--- src/rtl/ssr_defs.vh ---
`ifndef SSR_DEFS_VH
`define SSR_DEFS_VH

// Register byte offsets
`define SSR_OFF_CTRL_ONE  8'h00
`define SSR_OFF_CTRL_TWO  8'h04
`define SSR_OFF_STATUS    8'h08
`define SSR_OFF_BUF_BASE  8'h20
`define SSR_BUF_MASK      8'hE0

// Field positions of serial_control_one
`define SSR_START_POS     0
`define SSR_ABORT_POS     1
`define SSR_MODE_LO       2
`define SSR_MODE_HI       3
`define SSR_EXT_POS       4

// Field positions of serial_status_reg
`define SSR_ACTIVE_POS    0
`define SSR_SHIFT_POS     1
`define SSR_WAIT_POS      2

// Transfer modes
`define SSR_MODE_RX8      2'h0
`define SSR_MODE_RX4      2'h1
`define SSR_MODE_TXRX8    2'h2

// Reset values
`define SSR_MODE_RST      2'h0
`define SSR_COUNT_RST     3'h0
`define SSR_BUF_RST       8'h00

// AXI responses
`define SSR_RESP_OKAY     2'h0
`define SSR_RESP_SLVERR   2'h2

// Internal serial clock: 500 ns half period in 25 ns system cycles
`define SSR_SCK_HALF_CYC  8'h14

// Bits per word, counted from zero
`define SSR_LAST_BIT8     3'h7
`define SSR_LAST_BIT4     3'h3

`endif

--- src/rtl/ssr_sync.v ---
module ssr_sync (
	// Clock and reset
	input  wire       clk_i,
	input  wire       nrst_i,
	// Asynchronous levels in, synchronised levels out
	input  wire [1:0] d_i,
	output reg  [1:0] q_o
);

	reg [1:0] meta;

	always @(posedge clk_i)
	begin
		if (!nrst_i)
		begin
			meta <= 2'h3;
			q_o  <= 2'h3;
		end
		else
		begin
			meta <= d_i;
			q_o  <= meta;
		end
	end

endmodule

--- src/rtl/ssr_core.v ---
`include "ssr_defs.vh"

module ssr_core (
	// Clock and reset
	input  wire        clk_i,
	input  wire        nrst_i,
	// AXI4-Lite write address
	input  wire [7:0]  s_axi_awaddr_i,
	input  wire        s_axi_awvalid_i,
	output reg         s_axi_awready_o,
	// AXI4-Lite write data
	input  wire [31:0] s_axi_wdata_i,
	input  wire [3:0]  s_axi_wstrb_i,
	input  wire        s_axi_wvalid_i,
	output reg         s_axi_wready_o,
	// AXI4-Lite write response
	output reg  [1:0]  s_axi_bresp_o,
	output reg         s_axi_bvalid_o,
	input  wire        s_axi_bready_i,
	// AXI4-Lite read address
	input  wire [7:0]  s_axi_araddr_i,
	input  wire        s_axi_arvalid_i,
	output reg         s_axi_arready_o,
	// AXI4-Lite read data
	output reg  [31:0] s_axi_rdata_o,
	output reg  [1:0]  s_axi_rresp_o,
	output reg         s_axi_rvalid_o,
	input  wire        s_axi_rready_i,
	// Serial pins
	input  wire        sck_i,
	output reg         sck_o,
	output reg         sck_oe_n_o,
	input  wire        si_i,
	output reg         so_o,
	// Event
	output reg         serial_done_irq_o
);

	localparam [3:0] ST_IDLE  = 4'h1;
	localparam [3:0] ST_READY = 4'h2;
	localparam [3:0] ST_LOW   = 4'h4;
	localparam [3:0] ST_HIGH  = 4'h8;
	localparam [7:0] HALF_LAST = `SSR_SCK_HALF_CYC - 8'h01;

	reg  [3:0]  state;
	reg  [7:0]  data_buffer_entries [0:7];
	reg  [7:0]  shreg;
	reg  [2:0]  bit_cnt;
	reg  [2:0]  word_idx;
	reg  [2:0]  word_count;
	reg  [1:0]  transfer_mode_field;
	reg         transfer_start_bit;
	reg         ext_clk;
	reg         transfer_active_flag;
	reg         unread;
	reg  [7:0]  div_cnt;
	reg         tick;
	reg         sck_d;
	reg  [7:0]  aw_addr;
	reg  [31:0] w_data;
	reg         w_lane0;
	reg  [31:0] rd_val;
	wire [1:0]  sync_q;
	integer     i;

	// Clock and data pins cross into the system clock domain
	ssr_sync u_sync (
		.clk_i  (clk_i),
		.nrst_i (nrst_i),
		.d_i    ({sck_i, si_i}),
		.q_o    (sync_q)
	);

	function is_buf;
		input [7:0] a;
		begin
			is_buf = ((a & `SSR_BUF_MASK) == `SSR_OFF_BUF_BASE) && (a[1:0] == 2'h0);
		end
	endfunction

	function addr_ok;
		input [7:0] a;
		begin
			addr_ok = is_buf(a) || (a == `SSR_OFF_CTRL_ONE) || (a == `SSR_OFF_CTRL_TWO) ||
				(a == `SSR_OFF_STATUS);
		end
	endfunction

	wire       sck_s     = sync_q[1];
	wire       si_s      = sync_q[0];
	wire       sck_fall  = sck_d & ~sck_s;
	wire       sck_rise  = ~sck_d & sck_s;
	wire       fall_ev   = ext_clk ? sck_fall : tick;
	wire       rise_ev   = ext_clk ? sck_rise : tick;
	wire       txrx      = (transfer_mode_field == `SSR_MODE_TXRX8);
	wire       four_bit  = (transfer_mode_field == `SSR_MODE_RX4);
	wire [2:0] last_bit  = four_bit ? `SSR_LAST_BIT4 : `SSR_LAST_BIT8;
	wire [7:0] next_sh   = {si_s, shreg[7:1]};
	wire [7:0] rx_word   = four_bit ? {4'h0, next_sh[7:4]} : next_sh;
	wire       wr_fire   = !s_axi_awready_o && !s_axi_wready_o && !s_axi_bvalid_o;
	wire       rd_fire   = s_axi_arvalid_i && s_axi_arready_o;
	wire       wr_ctl1   = wr_fire && w_lane0 && (aw_addr == `SSR_OFF_CTRL_ONE);
	wire       abort_wr  = wr_ctl1 && w_data[`SSR_ABORT_POS];
	wire       shifting  = (state == ST_LOW) || (state == ST_HIGH);
	wire       waiting   = (state == ST_READY) && !ext_clk && unread && transfer_start_bit;

	always @*
	begin
		rd_val = 32'h0000_0000;
		if (s_axi_araddr_i == `SSR_OFF_CTRL_ONE)
			rd_val = {27'h0, ext_clk, transfer_mode_field, 1'b0, transfer_start_bit};
		else if (s_axi_araddr_i == `SSR_OFF_CTRL_TWO)
			rd_val = {29'h0, word_count};
		else if (s_axi_araddr_i == `SSR_OFF_STATUS)
			rd_val = {29'h0, waiting, shifting, transfer_active_flag};
		else if (is_buf(s_axi_araddr_i))
			rd_val = {24'h0, data_buffer_entries[s_axi_araddr_i[4:2]]};
	end

	// Internal serial clock half-period divider
	always @(posedge clk_i)
	begin
		if (!nrst_i)
		begin
			div_cnt <= 8'h00;
			tick    <= 1'b0;
			sck_d   <= 1'b1;
		end
		else
		begin
			sck_d <= sck_s;
			tick  <= 1'b0;
			if (state == ST_IDLE || waiting)
				div_cnt <= 8'h00;
			else if (div_cnt == HALF_LAST)
			begin
				div_cnt <= 8'h00;
				tick    <= 1'b1;
			end
			else
				div_cnt <= div_cnt + 8'h01;
		end
	end

	// Register bus slave
	always @(posedge clk_i)
	begin
		if (!nrst_i)
		begin
			s_axi_awready_o <= 1'b1;
			s_axi_wready_o  <= 1'b1;
			s_axi_bvalid_o  <= 1'b0;
			s_axi_bresp_o   <= `SSR_RESP_OKAY;
			s_axi_arready_o <= 1'b1;
			s_axi_rvalid_o  <= 1'b0;
			s_axi_rresp_o   <= `SSR_RESP_OKAY;
			s_axi_rdata_o   <= 32'h0000_0000;
			aw_addr         <= 8'h00;
			w_data          <= 32'h0000_0000;
			w_lane0         <= 1'b0;
		end
		else
		begin
			if (s_axi_awvalid_i && s_axi_awready_o)
			begin
				aw_addr         <= s_axi_awaddr_i;
				s_axi_awready_o <= 1'b0;
			end
			if (s_axi_wvalid_i && s_axi_wready_o)
			begin
				w_data         <= s_axi_wdata_i;
				w_lane0        <= s_axi_wstrb_i[0];
				s_axi_wready_o <= 1'b0;
			end
			if (wr_fire)
			begin
				s_axi_bvalid_o <= 1'b1;
				s_axi_bresp_o  <= addr_ok(aw_addr) ? `SSR_RESP_OKAY : `SSR_RESP_SLVERR;
			end
			if (s_axi_bvalid_o && s_axi_bready_i)
			begin
				s_axi_bvalid_o  <= 1'b0;
				s_axi_awready_o <= 1'b1;
				s_axi_wready_o  <= 1'b1;
			end
			if (rd_fire)
			begin
				s_axi_arready_o <= 1'b0;
				s_axi_rvalid_o  <= 1'b1;
				s_axi_rdata_o   <= rd_val;
				s_axi_rresp_o   <= addr_ok(s_axi_araddr_i) ? `SSR_RESP_OKAY : `SSR_RESP_SLVERR;
			end
			if (s_axi_rvalid_o && s_axi_rready_i)
			begin
				s_axi_rvalid_o  <= 1'b0;
				s_axi_arready_o <= 1'b1;
			end
		end
	end

	// Control registers, buffer and shift sequencer
	always @(posedge clk_i)
	begin
		if (!nrst_i)
		begin
			state                <= ST_IDLE;
			shreg                <= 8'h00;
			bit_cnt              <= 3'h0;
			word_idx             <= 3'h0;
			word_count           <= `SSR_COUNT_RST;
			transfer_mode_field  <= `SSR_MODE_RST;
			transfer_start_bit   <= 1'b0;
			ext_clk              <= 1'b0;
			transfer_active_flag <= 1'b0;
			unread               <= 1'b0;
			sck_o                <= 1'b1;
			sck_oe_n_o           <= 1'b1;
			so_o                 <= 1'b1;
			serial_done_irq_o    <= 1'b0;
			for (i = 0; i < 8; i = i + 1)
				data_buffer_entries[i] <= `SSR_BUF_RST;
		end
		else
		begin
			serial_done_irq_o <= 1'b0;
			sck_oe_n_o        <= ext_clk;
			if (wr_ctl1)
			begin
				transfer_start_bit  <= w_data[`SSR_START_POS];
				ext_clk             <= w_data[`SSR_EXT_POS];
				transfer_mode_field <= w_data[`SSR_MODE_HI:`SSR_MODE_LO];
				if (abort_wr)
				begin
					transfer_start_bit   <= 1'b0;
					transfer_active_flag <= 1'b0;
					state                <= ST_IDLE;
					sck_o                <= 1'b1;
				end
				else if (w_data[`SSR_START_POS] && !transfer_active_flag)
				begin
					transfer_active_flag <= 1'b1;
					word_idx             <= 3'h0;
					unread               <= 1'b0;
					state                <= ST_READY;
				end
				if (w_data[`SSR_MODE_HI:`SSR_MODE_LO] != transfer_mode_field)
				begin
					word_idx <= 3'h0;
					for (i = 0; i < 8; i = i + 1)
						data_buffer_entries[i] <= `SSR_BUF_RST;
				end
			end
			if (wr_fire && w_lane0 && (aw_addr == `SSR_OFF_CTRL_TWO))
				word_count <= w_data[2:0];
			if (wr_fire && w_lane0 && is_buf(aw_addr))
			begin
				data_buffer_entries[aw_addr[4:2]] <= w_data[7:0];
				if (txrx)
					unread <= 1'b0;
			end
			// Outside combined mode any buffer read releases a receive wait, even outside the count
			if (rd_fire && is_buf(s_axi_araddr_i) && !txrx)
				unread <= 1'b0;
			if (!abort_wr)
			begin
				case (state)
					ST_IDLE:
					begin
						sck_o <= 1'b1;
					end
					ST_READY:
					begin
						if (!transfer_start_bit)
						begin
							transfer_active_flag <= 1'b0;
							state                <= ST_IDLE;
						end
						else if (!ext_clk && unread)
							sck_o <= 1'b1;
						else if (fall_ev)
						begin
							shreg   <= data_buffer_entries[word_idx];
							so_o    <= data_buffer_entries[word_idx][0];
							sck_o   <= 1'b0;
							bit_cnt <= 3'h0;
							state   <= ST_LOW;
						end
					end
					ST_LOW:
					begin
						if (rise_ev)
						begin
							sck_o <= 1'b1;
							shreg <= next_sh;
							if (bit_cnt != last_bit)
							begin
								bit_cnt <= bit_cnt + 3'h1;
								state   <= ST_HIGH;
							end
							else if (ext_clk && !txrx && unread)
							begin
								transfer_start_bit   <= 1'b0;
								transfer_active_flag <= 1'b0;
								state                <= ST_IDLE;
							end
							else
							begin
								data_buffer_entries[word_idx] <= rx_word;
								if (word_idx == word_count)
								begin
									serial_done_irq_o <= 1'b1;
									unread            <= 1'b1;
									word_idx          <= 3'h0;
								end
								else
									word_idx <= word_idx + 3'h1;
								if (!transfer_start_bit)
								begin
									transfer_active_flag <= 1'b0;
									state                <= ST_IDLE;
								end
								else
									state <= ST_READY;
							end
						end
					end
					ST_HIGH:
					begin
						if (fall_ev)
						begin
							so_o  <= shreg[0];
							sck_o <= 1'b0;
							state <= ST_LOW;
						end
					end
					default:
					begin
						state <= ST_IDLE;
					end
				endcase
			end
		end
	end

endmodule

--- config.mk ---
export PLATFORM = sky130hd
export DESIGN_NAME = ssr_core
export DESIGN_NICKNAME = d
export VERILOG_FILES = /design/src/rtl/ssr_sync.v /design/src/rtl/ssr_core.v
export VERILOG_INCLUDE_DIRS = /design/src /design/src/rtl
export SDC_FILE = /design/constraint.sdc
export NUM_CORES = 1
export LEC_CHECK = 0
export BUFFER_PORTS_ARGS = -buffer_cell sky130_fd_sc_hd__clkbuf_2
export CORE_MARGIN = 2
export CORE_UTILIZATION = 24
export DETAILED_ROUTE_END_ITERATION = 10
export HOLD_SLACK_MARGIN = 0.08
export PLACE_DENSITY_LB_ADDON = 0.2
export SLEW_MARGIN = 20
export SYNTH_ARGS = -nofsm -noshare
export SYNTH_HDL_FRONTEND = slang
export SYNTH_HIERARCHICAL = 1
export SYNTH_SLANG_ARGS = --single-unit
--- constraint.sdc ---
create_clock -name clk_i -period 4.7 [get_ports clk_i]
set_input_delay 0.235 -clock clk_i [delete_from_list [all_inputs] [get_ports clk_i]]
set_output_delay 0.235 -clock clk_i [all_outputs]
set_load 0.02 [all_outputs]
==> results.py <==
metrics = {
    "synth": {
        "ys.flop_type": "dfxtp_1",
        "synth-seq-area-share_pct": 43.4,
        "ys_types": 72,
        "synth_area_leaders": "edfxtp_1 (24%), dfxtp_1 (19%), mux2i_1 (11%)",
        "async_reset_ff_share_pct": 0,
        "ys_ff_latch": 141,
        "syn_avg_cell_area_sq_um": 10.4,
        "synth_top_area_share_pct": 24.1,
        "synth_largest_area_cell": "edfxtp_1",
        "ys.warnings.count": 6,
        "netlist_instances": 769,
        "netlist_area_sq_mm": 0.00797,
        "synth_edf_count": 64,
    },
    "sta": {
        "min_period_ns": 3.40,
        "slew_headroom_pct": 33.5,
        "setup_viol": 0,
        "whs_ns": 0.0980,
        "period_share_pct": 72.3,
        "hold_violations": 0,
        "timing.final.ws_setup_ns": 1.30,
        "worst_pin_slew_ns": 0.989,
        "slew_violations": 0,
        "grt_setup_unrepaired": "false",
        "max_freq_mhz": 294,
        "tns_ns": 0,
        "clock_skew_ns": 0.00954,
    },
    "critical_path": {
        "critPathMaxFanout": 21,
        "timing.critical_path.buf_inv": 0,
        "cpPeakStageDelay_ns": 0.82,
        "crit_type": "reg -> reg",
        "path_cells": "or4b_4 -> a21oi_4 -> nand3_2 -> or4_1 -> o211ai_1",
        "slowest_stage": "or4_1",
        "reg2regPathDepth": 5,
        "crit_cells": 5,
        "end_kind": "flop",
        "required_ns": 4.75,
        "cp-start-kind": "flop",
        "crit_family": "simple AND/OR/NAND/NOR gates",
        "arrival_ns": 3.45,
    },
    "clocking": {
        "path_clk_slew_ns": 0.06,
        "cts_sinks": 141,
        "insertion_delay_ns": 0.43,
        "htreeDepth": 4,
        "cts_root_buf": "clkbuf_16",
        "cts_made_buffers": 17,
        "cts_tree": "done",
        "cts.path.max_buffers": 2,
        "cts_resized": 0,
        "cts_setup_buffers": 0,
    },
    "outcome": {
        "run_status": "completed",
    },
    "route": {
        "vias": 5826,
        "first_pass_iters": 4,
        "wl_mm": 22.0,
        "dr.first_iter.drc_count": 459,
        "drc_errors": 0,
        "ant_nets": 0,
        "post_drt_wl_per_cell_um": 17.4,
        "viasPerCell": 4.60,
    },
    "grt": {
        "overflow": 0,
        "antenna_found_initial": 0,
        "grt_pass1_vias": 5590,
        "grt_pass1_wl_mm": 34.0,
        "grt_max_degree": 42,
        "grt_use_total_pct": 13.1,
    },
    "placement": {
        "dp_hpwl_mm": 16.7,
        "io_buffers": 52,
        "place_congestion": 0.789,
        "post_dp_cell_area_sq_mm": 0.00853,
        "place_ws_ns": 1.24,
    },
    "layout": {
        "antenna_cells": 0,
        "final_cell_mix": "nand2_1 (105), mux2i_1 (84), dfxtp_1 (77)",
        "fin_area_sq_mm": 0.00926,
        "areaGrowthSynthToFinish_pct": 16.2,
        "layout-drive-gt1-share_pct": 18.2,
        "final_nets": 876,
        "final_common_cell": "nand2_1",
    },
    "min_path": {
        "whs_path_depth": 3,
        "holdCritPathClass": "in -> reg",
    },
    "die": {
        "fp-row-count": 66,
        "io_pins": 106,
        "start_util_pct": 24.4,
        "die-area_sq_mm": 0.0347,
        "die_x_um": 186,
        "core_sq_mm": 0.0326,
        "die_h_um": 186,
    },
    "job": {
        "drv_cap": 0,
    },
    "power_and_ir_drop": {
        "peakVddDrop_mv": 0.273,
        "power_density_mw_per_mm2": 306,
        "p_leak_nw": 3.52,
        "power_w": 0.00283,
    },
}
==> stage by stage <==
step                utilization [%]  std cells
finish                         28.4       1267
global route                   28.4       1267
CTS                            28.4       1267
detailed placement             26.2       1216
global placement               26.2       1216
floorplan                         -        794
==> synth_stat cells (all sizes together), types with 2 or more instances <==
cell type and n:
a211oi 13, a21boi 21, a21oi 11, a31o 10, a31oi 2, a32o 2
and2 4, and3 4, buf 43, clkbuf 39, dfxtp 77, edfxtp 64
ha 3, inv 12, mux2i 85, mux4 32, nand2 105, nand2b 20
nand3 44, nand3b 2, nand4 13, nor2 31, nor2b 18, nor3 9
nor4 10, nor4b 6, o211ai 4, o21a 3, o21ai 32, o22ai 5
o31ai 3, or3 2, or3b 3, or4 3, or4b 4, xnor2 7
xor2 6
==> where the power goes <==
part | switching [W] | internal [W]
clock network | 0.000523 | 0.000734
registers | 0.0000467 | 0.00132
logic | 0.000127 | 0.0000840
total | 0.000697 | 0.00214
==> kinds of logic after synthesis <==
group | count (synthesis) | synth area share, %
DFF | 141 | 43.4
and+or+nand+nor | 282 | 18.6
xor gates and xnor gates | 13 | 1.43
buffers and inverters | 94 | 6.03
adders and majority gates | 3 | 0.471
AOI/OAI and AO/OA | 118 | 10.2
muxes | 117 | 19.8
other | 1 | 0.0470
==> final timing paths <==
check	to	from	slack, ns
hold / removal	aw_addr[4]	s_axi_awaddr_i[4]	0.1
setup / recovery	data_buffer_entries[6][2]	state[2]	1.30
hold reg to reg	u_sync/q_o[0]	u_sync/meta[0]	0.41
setup reg to reg	data_buffer_entries[6][2]	state[2]	1.30
==> layout make-up <==
type	count	area (sq um)
timing repair buffer	81	526
clock inverter	6	36.3
fill	3441	23400
sequential	141	3460
tap	442	553
multi-input combinational	559	4140
inverter	12	45.0
clock buffer	26	503
==> worst min-delay path: cells and delay by family <==
kind	cells	cell delay, ns
buf+inv	1	0.08
compound gates	1	0.08
simple gates	1	0.08
==> routing by layer <==
layer | routed length, um | GRT usage [%] | vias up | part of all wire, %
met3 | 811 | 2.49 | 13 | 3.7
met1 | 11100 | 18.9 | 2814 | 50
met5 | 0 | 0 | - | 0
li1 | - | - | 2875 | -
met4 | 216 | 3.87 | 0 | 0.98
met2 | 9870 | 19.8 | 124 | 45
==> flip-flops by register name (all words and copies together), names as in the netlist, 2 cells and up <==
signal and count:
word_idx 3, w_data 8, word_count 3, bit_cnt 3
div_cnt 8, state 4, u_sync/meta 2, aw_addr 8
s_axi_rdata_o 8, u_sync/q_o 2, data_buffer_entries 64, transfer_mode_field 2
shreg 8
==> timing repair <==
| item | CTS | global route |
|---|---|---|
| hold endpoints to repair | 19 | 0 |
| hold buffers | 19 | 0 |
| setup endpoints to repair | 0 | 0 |
No activity file was read; power rests on OpenSTA's default activity.
